## src/shared/i2cmc_defs.svh

```systemverilog
// constants for the two-wire master/slave controller
`ifndef I2CMC_DEFS_SVH
`define I2CMC_DEFS_SVH

// widths
`define I2CMC_DIV_W    8
`define I2CMC_BURST_W  4
`define I2CMC_ADDR_W   7

// bit counter landmarks within one byte (8 data clocks, then the ack clock)
`define I2CMC_BIT_ACK  4'h8
`define I2CMC_BIT_END  4'h9
`define I2CMC_BIT_CNT0 4'h0

// reset values
`define I2CMC_DIV_RST  8'h00
`define I2CMC_BYTE_RST 8'h00

`endif

```

## src/shared/i2cmc_pkg.sv

```systemverilog
// types shared by the two-wire controller files
package i2cmc_pkg;

   typedef enum logic [1:0] {
      MST_IDLE  = 2'b00,
      MST_START = 2'b01,
      MST_BITS  = 2'b10,
      MST_STOP  = 2'b11
   } i2cmc_mst_e;

   // levels first, then sticky event flags cleared by irq_clr_i
   typedef struct packed {
      logic busy;
      logic tx_mode;
      logic byte_done;
      logic arb_lost;
      logic nack;
      logic bus_err;
      logic addr_match;
      logic stop_seen;
      logic xfer_done;
   } i2cmc_status_s;

endpackage : i2cmc_pkg

```

## src/rtl/i2cmc_core.sv

```systemverilog
// two-wire master/slave controller with single-byte buffer and dma bursts
`timescale 1ns/10ps
`include "i2cmc_defs.svh"
module i2cmc_core
   import i2cmc_pkg::*;
#(
   parameter int DIV_W   = `I2CMC_DIV_W,
   parameter int BURST_W = `I2CMC_BURST_W
) (
   input  wire logic                     sys_clk_i,
   input  wire logic                     reset_i,
   input  wire logic                     master_en_i,
   input  wire logic                     slave_en_i,
   input  wire logic                     addr_cmp_en_i,
   input  wire logic                     ack_en_i,
   input  wire logic [`I2CMC_ADDR_W-1:0] own_addr_i,
   input  wire logic [DIV_W-1:0]         serial_clock_divider_i,
   input  wire logic                     dma_en_i,
   input  wire logic [BURST_W-1:0]       burst_size_i,
   input  wire logic                     start_cmd_i,
   input  wire logic                     stop_cmd_i,
   input  wire logic [7:0]               tx_data_i,
   input  wire logic                     tx_load_i,
   input  wire logic                     irq_clr_i,
   input  wire logic                     dma_ack_i,
   input  wire logic                     scl_i,
   input  wire logic                     sda_i,
   output logic                          scl_o,
   output logic                          scl_oe_o,
   output logic                          sda_o,
   output logic                          sda_oe_o,
   output logic                          irq_o,
   output logic                          dma_req_o,
   output logic [7:0]                    rx_data_o,
   output i2cmc_status_s                 master_control_status_o
);

   // ==================================================================
   // bus sampling
   logic scl_s1, scl_s2, scl_d;
   logic sda_s1, sda_s2, sda_d;

   always_ff @(posedge sys_clk_i) begin
      if (reset_i) begin
         scl_s1 <= 1'b1;
         scl_s2 <= 1'b1;
         scl_d  <= 1'b1;
         sda_s1 <= 1'b1;
         sda_s2 <= 1'b1;
         sda_d  <= 1'b1;
      end else begin
         scl_s1 <= scl_i;
         scl_s2 <= scl_s1;
         scl_d  <= scl_s2;
         sda_s1 <= sda_i;
         sda_s2 <= sda_s1;
         sda_d  <= sda_s2;
      end
   end

   logic scl_rise, scl_fall, start_det, stop_det;
   assign scl_rise  = scl_s2 & ~scl_d;
   assign scl_fall  = ~scl_s2 & scl_d;
   assign start_det = scl_s2 & scl_d & sda_d & ~sda_s2;
   assign stop_det  = scl_s2 & scl_d & ~sda_d & sda_s2;

   // ==================================================================
   // shared state and decode
   i2cmc_mst_e         mst_state_r;
   i2cmc_status_s      stat_r;
   logic [3:0]         bitcnt_r;
   logic [7:0]         sh_r;
   logic [7:0]         buf_r;
   logic [BURST_W-1:0] byte_cnt_r;
   logic first_r, rw_r, slv_sel_r, eng_drive_r, hold_r;
   logic mst_scl_low_r, mst_sda_r, stop_req_r, tick;

   logic is_mst, engaged, is_tx, addr_ok, rel, burst_end;
   logic arb_ev, nack_ev, err_ev, abort;
   logic ev_addr, ev_rx, ev_tx, ev_data;

   assign is_mst  = mst_state_r != MST_IDLE;
   assign engaged = is_mst | slv_sel_r | (first_r & slave_en_i);
   // address byte goes out only from the master; lsb is direction
   assign is_tx   = is_mst ? (first_r | ~rw_r) : (~first_r & rw_r);
   assign addr_ok = slave_en_i & ~is_mst &
                    (~addr_cmp_en_i | (sh_r[7:1] == own_addr_i));
   assign rel       = hold_r & (irq_clr_i | dma_ack_i);
   assign burst_end = ~dma_en_i | (byte_cnt_r == burst_size_i);

   // released a one but the bus reads zero: another master won
   assign arb_ev  = scl_rise & engaged & (bitcnt_r < `I2CMC_BIT_ACK) &
                    is_mst & is_tx & ~eng_drive_r & ~sda_s2;
   assign nack_ev = scl_rise & engaged & (bitcnt_r == `I2CMC_BIT_ACK) &
                    is_tx & sda_s2;
   // start or stop in the middle of a byte
   assign err_ev  = (start_det | stop_det) & engaged &
                    (bitcnt_r != `I2CMC_BIT_CNT0);
   assign abort   = is_mst & (arb_ev | err_ev);

   assign ev_addr = scl_fall & engaged & first_r & (bitcnt_r == `I2CMC_BIT_END);
   assign ev_rx   = scl_fall & engaged & ~first_r & ~is_tx &
                    (bitcnt_r == `I2CMC_BIT_ACK);
   assign ev_tx   = scl_fall & engaged & ~first_r & is_tx &
                    (bitcnt_r == `I2CMC_BIT_END);
   assign ev_data = ev_rx | ev_tx;

   // ==================================================================
   // working clock
   i2cmc_clkdiv #(
      .DIV_W (DIV_W)
   ) u_div (
      .sys_clk_i (sys_clk_i),
      .reset_i   (reset_i),
      .run_i     (is_mst),
      .div_i     (serial_clock_divider_i),
      .tick_o    (tick)
   );

   // ==================================================================
   // single-byte buffer
   always_ff @(posedge sys_clk_i) begin
      if (reset_i) begin
         buf_r <= `I2CMC_BYTE_RST;
      end else if (tx_load_i) begin
         buf_r <= tx_data_i;
      end
   end

   // ==================================================================
   // master sequencer
   always_ff @(posedge sys_clk_i) begin
      if (reset_i || abort) begin
         mst_state_r   <= MST_IDLE;
         mst_scl_low_r <= 1'b0;
         mst_sda_r     <= 1'b0;
         stop_req_r    <= 1'b0;
      end else begin
         if (stop_cmd_i && is_mst) begin
            stop_req_r <= 1'b1;
         end
         case (mst_state_r)
            MST_IDLE: begin
               stop_req_r <= 1'b0;
               if (start_cmd_i && master_en_i && !stat_r.busy) begin
                  mst_state_r <= MST_START;
                  mst_sda_r   <= 1'b1;
               end
            end
            MST_START: begin
               // tick spacing lets the start be seen before scl drops
               if (tick) begin
                  // sda stays pulled until the byte engine owns the first bit,
                  // so sda never rises in the same cycle that scl falls
                  mst_state_r   <= MST_BITS;
                  mst_scl_low_r <= 1'b1;
               end
            end
            MST_BITS: begin
               if (tick) begin
                  if (stop_req_r && mst_scl_low_r &&
                      bitcnt_r == `I2CMC_BIT_CNT0) begin
                     mst_state_r <= MST_STOP;
                     mst_sda_r   <= 1'b1;
                     stop_req_r  <= 1'b0;
                  end else if (mst_scl_low_r && !hold_r) begin
                     mst_scl_low_r <= 1'b0;
                     mst_sda_r     <= 1'b0;
                  end else if (!mst_scl_low_r && scl_s2) begin
                     // waits for scl high so a stretching slave is honoured
                     mst_scl_low_r <= 1'b1;
                  end
               end
            end
            MST_STOP: begin
               if (tick) begin
                  if (mst_scl_low_r) begin
                     mst_scl_low_r <= 1'b0;
                  end else if (scl_s2) begin
                     mst_sda_r   <= 1'b0;
                     mst_state_r <= MST_IDLE;
                  end
               end
            end
            default: begin
               mst_state_r <= MST_IDLE;
            end
         endcase
      end
   end

   // ==================================================================
   // byte engine, shared by master and slave
   always_ff @(posedge sys_clk_i) begin
      if (reset_i || abort || stop_det) begin
         bitcnt_r    <= `I2CMC_BIT_CNT0;
         first_r     <= 1'b0;
         rw_r        <= 1'b0;
         slv_sel_r   <= 1'b0;
         eng_drive_r <= 1'b0;
         hold_r      <= 1'b0;
         byte_cnt_r  <= '0;
         sh_r        <= `I2CMC_BYTE_RST;
      end else if (start_det) begin
         bitcnt_r    <= `I2CMC_BIT_CNT0;
         first_r     <= 1'b1;
         slv_sel_r   <= 1'b0;
         eng_drive_r <= 1'b0;
         hold_r      <= 1'b0;
         byte_cnt_r  <= '0;
         if (is_mst) begin
            sh_r <= buf_r;
         end
      end else begin
         if (rel) begin
            hold_r <= 1'b0;
            if (bitcnt_r == `I2CMC_BIT_ACK) begin
               eng_drive_r <= ack_en_i;
            end else if (is_tx) begin
               sh_r        <= buf_r;
               eng_drive_r <= ~buf_r[7];
            end
         end
         if (scl_rise && engaged) begin
            if (bitcnt_r < `I2CMC_BIT_ACK) begin
               sh_r     <= {sh_r[6:0], sda_s2};
               bitcnt_r <= bitcnt_r + 4'h1;
            end else if (bitcnt_r == `I2CMC_BIT_ACK) begin
               bitcnt_r <= `I2CMC_BIT_END;
            end
         end
         if (scl_fall && engaged) begin
            if (bitcnt_r < `I2CMC_BIT_ACK) begin
               eng_drive_r <= is_tx & ~sh_r[7];
            end else if (bitcnt_r == `I2CMC_BIT_ACK) begin
               eng_drive_r <= first_r & addr_ok;
               if (!first_r && !is_tx) begin
                  hold_r <= 1'b1;
               end
            end else begin
               bitcnt_r    <= `I2CMC_BIT_CNT0;
               eng_drive_r <= 1'b0;
               first_r     <= 1'b0;
               if (first_r) begin
                  rw_r      <= sh_r[0];
                  slv_sel_r <= addr_ok;
                  hold_r    <= is_mst | addr_ok;
               end else if (is_tx) begin
                  hold_r <= 1'b1;
               end
            end
         end
         if (ev_data) begin
            byte_cnt_r <= burst_end ? '0 : byte_cnt_r + 1'b1;
         end
      end
   end

   // ==================================================================
   // receive data and dma request
   always_ff @(posedge sys_clk_i) begin
      if (reset_i) begin
         rx_data_o <= `I2CMC_BYTE_RST;
         dma_req_o <= 1'b0;
      end else begin
         if (ev_rx) begin
            rx_data_o <= sh_r;
         end
         dma_req_o <= dma_en_i & ev_data;
      end
   end

   // ==================================================================
   // status flags; a new event beats a clear in the same cycle
   always_ff @(posedge sys_clk_i) begin
      if (reset_i) begin
         stat_r <= '0;
      end else begin
         if (start_det) begin
            stat_r.busy <= 1'b1;
         end else if (stop_det) begin
            stat_r.busy <= 1'b0;
         end
         stat_r.tx_mode    <= engaged & is_tx;
         stat_r.byte_done  <= (stat_r.byte_done & ~irq_clr_i) | ev_data | ev_addr;
         stat_r.arb_lost   <= (stat_r.arb_lost & ~irq_clr_i) | arb_ev;
         stat_r.nack       <= (stat_r.nack & ~irq_clr_i) | nack_ev;
         stat_r.bus_err    <= (stat_r.bus_err & ~irq_clr_i) | err_ev;
         stat_r.addr_match <= (stat_r.addr_match & ~irq_clr_i) |
                              (ev_addr & addr_ok);
         stat_r.stop_seen  <= (stat_r.stop_seen & ~irq_clr_i) | stop_det;
         stat_r.xfer_done  <= (stat_r.xfer_done & ~irq_clr_i) |
                              (ev_data & burst_end) | (ev_addr & is_mst);
      end
   end

   // ==================================================================
   // pins and interrupt, all registered; pins are open drain, so the
   // output value stays low and the enable pulls the wire down
   always_ff @(posedge sys_clk_i) begin
      if (reset_i) begin
         scl_o    <= 1'b0;
         sda_o    <= 1'b0;
         scl_oe_o <= 1'b0;
         sda_oe_o <= 1'b0;
         irq_o    <= 1'b0;
         master_control_status_o <= '0;
      end else begin
         scl_o    <= 1'b0;
         sda_o    <= 1'b0;
         scl_oe_o <= mst_scl_low_r | (~is_mst & slv_sel_r & hold_r);
         sda_oe_o <= eng_drive_r | mst_sda_r;
         irq_o    <= stat_r.bus_err | stat_r.arb_lost | stat_r.stop_seen |
                     stat_r.nack | stat_r.addr_match | stat_r.xfer_done;
         master_control_status_o <= stat_r;
      end
   end
endmodule : i2cmc_core

```

## src/rtl/i2cmc_clkdiv.sv

```systemverilog
// working clock tick divided from the system clock
`timescale 1ns/10ps
`include "i2cmc_defs.svh"
module i2cmc_clkdiv
   import i2cmc_pkg::*;
#(
   parameter int DIV_W = `I2CMC_DIV_W
) (
   input  wire logic             sys_clk_i,
   input  wire logic             reset_i,
   input  wire logic             run_i,
   input  wire logic [DIV_W-1:0] div_i,
   output logic                  tick_o
);

   logic [DIV_W-1:0] cnt_r;

   // one tick every div_i+1 cycles; restarts whenever idle
   always_ff @(posedge sys_clk_i) begin
      if (reset_i || !run_i) begin
         cnt_r  <= `I2CMC_DIV_RST;
         tick_o <= 1'b0;
      end else if (cnt_r == div_i) begin
         cnt_r  <= `I2CMC_DIV_RST;
         tick_o <= 1'b1;
      end else begin
         cnt_r  <= cnt_r + 1'b1;
         tick_o <= 1'b0;
      end
   end

endmodule : i2cmc_clkdiv

```

## config.mk

```make
export PLATFORM = sky130hd
export DESIGN_NAME = i2cmc_core
export DESIGN_NICKNAME = d
export VERILOG_FILES = /design/src/shared/i2cmc_pkg.sv /design/src/rtl/i2cmc_core.sv /design/src/rtl/i2cmc_clkdiv.sv
export VERILOG_INCLUDE_DIRS = /design/src /design/src/shared
export SDC_FILE = /design/constraint.sdc
export NUM_CORES = 1
export LEC_CHECK = 0
export ABC_AREA = 1
export BUFFER_PORTS_ARGS = -buffer_cell sky130_fd_sc_hd__buf_2
export CAP_MARGIN = 40
export CORE_MARGIN = 8
export CORE_UTILIZATION = 35
export DETAILED_ROUTE_END_ITERATION = 8
export PLACE_DENSITY = 0.5
export SLEW_MARGIN = 20
export SYNTH_ARGS = -nofsm -noshare
export SYNTH_HDL_FRONTEND = slang
export SYNTH_HIERARCHICAL = 1
export SYNTH_SLANG_ARGS = --single-unit
```

## constraint.sdc

```tcl
create_clock -name sys_clk_i -period 1.9 [get_ports sys_clk_i]
set_input_delay 0.095 -clock sys_clk_i [delete_from_list [all_inputs] [get_ports sys_clk_i]]
set_output_delay 0.095 -clock sys_clk_i [all_outputs]
set_load 0.02 [all_outputs]
```

==> metrics.txt <==
post-layout util=0.438; most frequent cells in the layout=121 x nand2_1, 79 x dfxtp_1, 70 x inv_1; clock buffer depth=2; R2R depth=9; Ys Warns=6; period utilisation layout=0.941; global-route wire length before repair=16.4 mm; clock sink count=79; reg-to-reg slack, setup=0.11 ns; Hold Path Class=input port to flop; Fin. Hold Viols=0; Power Density=885 nW/µm²; Root Driver=clkbuf_8; total CTS buffers=9; crit path capture type=flop; share of the yosys chip area belonging to registers=0.405; FFs w/ async S/R, synth=0; overall die height=122 µm; Slew Viols, Final=0; Final min period=1.79 ns; Mean Syn Cell Area=7.27 µm²; n_diodes=0; largest net degree at the start of global routing=24; layout cells sized above 1=0.235; Setup Fix Bufs, Post-CTS=0; vias in the first global route=3411; die width=122 µm; Area growth syn-to-layout=22.0%; Crit Path Max Fanout=6; register area=1580 µm²; initial core utilization=0.359; IO Pins=64; Synth Cell Area=3910 µm²; Avg Vias per Cell=4.53; RSZ-0062 raised after global routing=true; Die ar.=14800 µm²; run status=finished clean; Setup Crit Path Kind=flop to flop; WHS Path Cells=3; dpl hpwl=7.69 mm; synth unique cells=40; Worst EP arrival=2.05 ns; IO buf count=61; Fin Setup TNS=0 ns; Lkg Pwr=2.14 nW; grt total ovfl=0; Worst Skew=0.00666 ns; Routed wire per std cell=12.8 µm; Total Wirelength=9.78 mm; Clock transition at path regs=0.08 ns; multiplexer share of the synthesized area=0; cell count after synthesis=537; detailed-router iteration count before antenna repair=4; post-synthesis xor/xnor area fraction=0.0359; row count=38; Post-route DRC=0; Finished Cell Area=4760 µm²; worst skew pair latency=0.36 ns; Max Cap Viol=0; core area=10900 µm²; fill cell count=1150; launching point of the worst reg2reg path=scl_s2; Layout Cells excl Fill=765; Placed Cells=740; Peak VDD IR=438 µV; GPL Wtd Cong=0.834; Global Route Usage Sum=0.141; top_reg_cell synth=dfxtp_1; startpoint types=flop; vias=3469; Nets=671; crit path to=sh_r[7]; post-synthesis compound-gate area fraction=0.137; EDFF count, synth=0; ANT nets after route=0; initial drt markers=201; placed cell area=4410 µm²; final setup vio count=0; simple-gate share of the synthesized area=0.299; CTS tree=yes; H-tree levels=3; area of the multi-input gates=2010 µm²; Synth Area in Adders=0.0320; #FFs+latches synth=79; Critical Path Source=scl_s2; worst reg2reg endpoint=sh_r[7]; Fmax=559 MHz; commonest non-fill, non-tap cell in the layout=nand2_1; Worst Path Required=2.16 ns; initial antenna violation count=0; largest family of logic cells by synthesized area=simple AND/OR/NAND/NOR gates; Total Power=4.22 mW
-- repair_timing --
action	in CTS	in global routing
pin swaps	0	2
endpoints found under the hold margin	7	0
hold buffers	9	0
resized for setup	1	10
endpoints found under the setup margin	11	24
-- area by class of cell --
cell class                 instances  area share
clock buffer                      13      0.0334
inverter                          76      0.0604
multi-input combinational        372       0.422
sequential                        79       0.332
timing repair buffer              82       0.102
clock inverter                     3      0.0137
tap                              140      0.0368
-- per-stage QoR --
| step | hold slack, ns | worst slack [ns] |
|---|---|---|
| 6_report | 0.0178 | 0.112 |
| 2_1_floorplan | 0.178 | 0.206 |
| 4_1_cts | 0.00240 | 0.0435 |
| 3_3_place_gp | 0.281 | 0.0711 |
| 5_1_grt | 0.0237 | -0.0209 |
| 3_5_place_dp | 0.282 | -0.0525 |
-- worst min path at each step --
| stage | from | to | slack, ns |
|---|---|---|---|
| floorplan | reset_i | master_control_status_o[8] | 0.18 |
| global placement | scl_i | scl_s1 | 0.28 |
| detailed placement | sda_i | sda_s1 | 0.28 |
| CTS | tx_data_i[1] | buf_r[1] | 0.002 |
| global route | tx_data_i[5] | buf_r[5] | 0.02 |
| finish | tx_data_i[2] | buf_r[2] | 0.02 |
-- synthesized netlist by cell type (3+ instances only) --
cell      count  area share
o21ai_2       4      0.0090
a21oi_2       5       0.011
o21ai_0      35       0.045
nand2_1     123        0.12
nor3_1        3      0.0038
nand3_4       3       0.013
nand2_2       8       0.013
nand3_2       4       0.010
clkbuf_1      4      0.0038
ha_1         10       0.032
xnor2_1      10       0.022
inv_2         5      0.0048
nand3_1      20       0.026
a21oi_1      33       0.042
nand2_4       3      0.0086
buf_2         3      0.0038
or2_2         6      0.0096
nor2_1       55       0.053
o211ai_1      6       0.012
nand4_1       7       0.011
dfxtp_1      79        0.40
inv_1        71       0.068
xor2_1        6       0.013
nor2_2       14       0.022
-- power by group --
group	internal (mW)	total [mW]	switching [mW]
combinational	0.412	1.04	0.628
clock	0.811	1.39	0.581
sequential	1.73	1.79	0.0522
total	2.96	4.22	1.26
-- sequential cells by signal (all words and copies together), names as in the netlist, 2 cells and up --
name / count
sh_r: 8
bitcnt_r: 4
rx_data_o: 8
mst_state_r: 2
byte_cnt_r: 4
u_div/cnt_r: 8
master_control_status_o: 9
stat_r: 9
buf_r: 8
-- worst max-delay path, stage by stage (launching register included) --
cell and delay, ns:
dfxtp_1 0.40, inv_1 0.12, nor2_1 0.26, nand3_2 0.17
o21ai_2 0.29, nand2_2 0.14, nand2_4 0.15, nor2_4 0.08
nand2_1 0.06, nor2_1 0.04
-- routing by layer --
metal,vias up,wire (µm),track usage
met3,10,520,0.0453
met5,-,0,0
met1,1527,4640,0.172
met2,71,4470,0.229
met4,0,142,0.0455
li1,1861,-,-
-- cell families after synthesis --
logic type | count (synthesis)
compound gates | 93
flops | 79
buf+inv | 87
simple gates | 251
other cells | 1
xor+xnor | 16
fa+ha+maj | 10
Power figures use the tool's default switching activity.
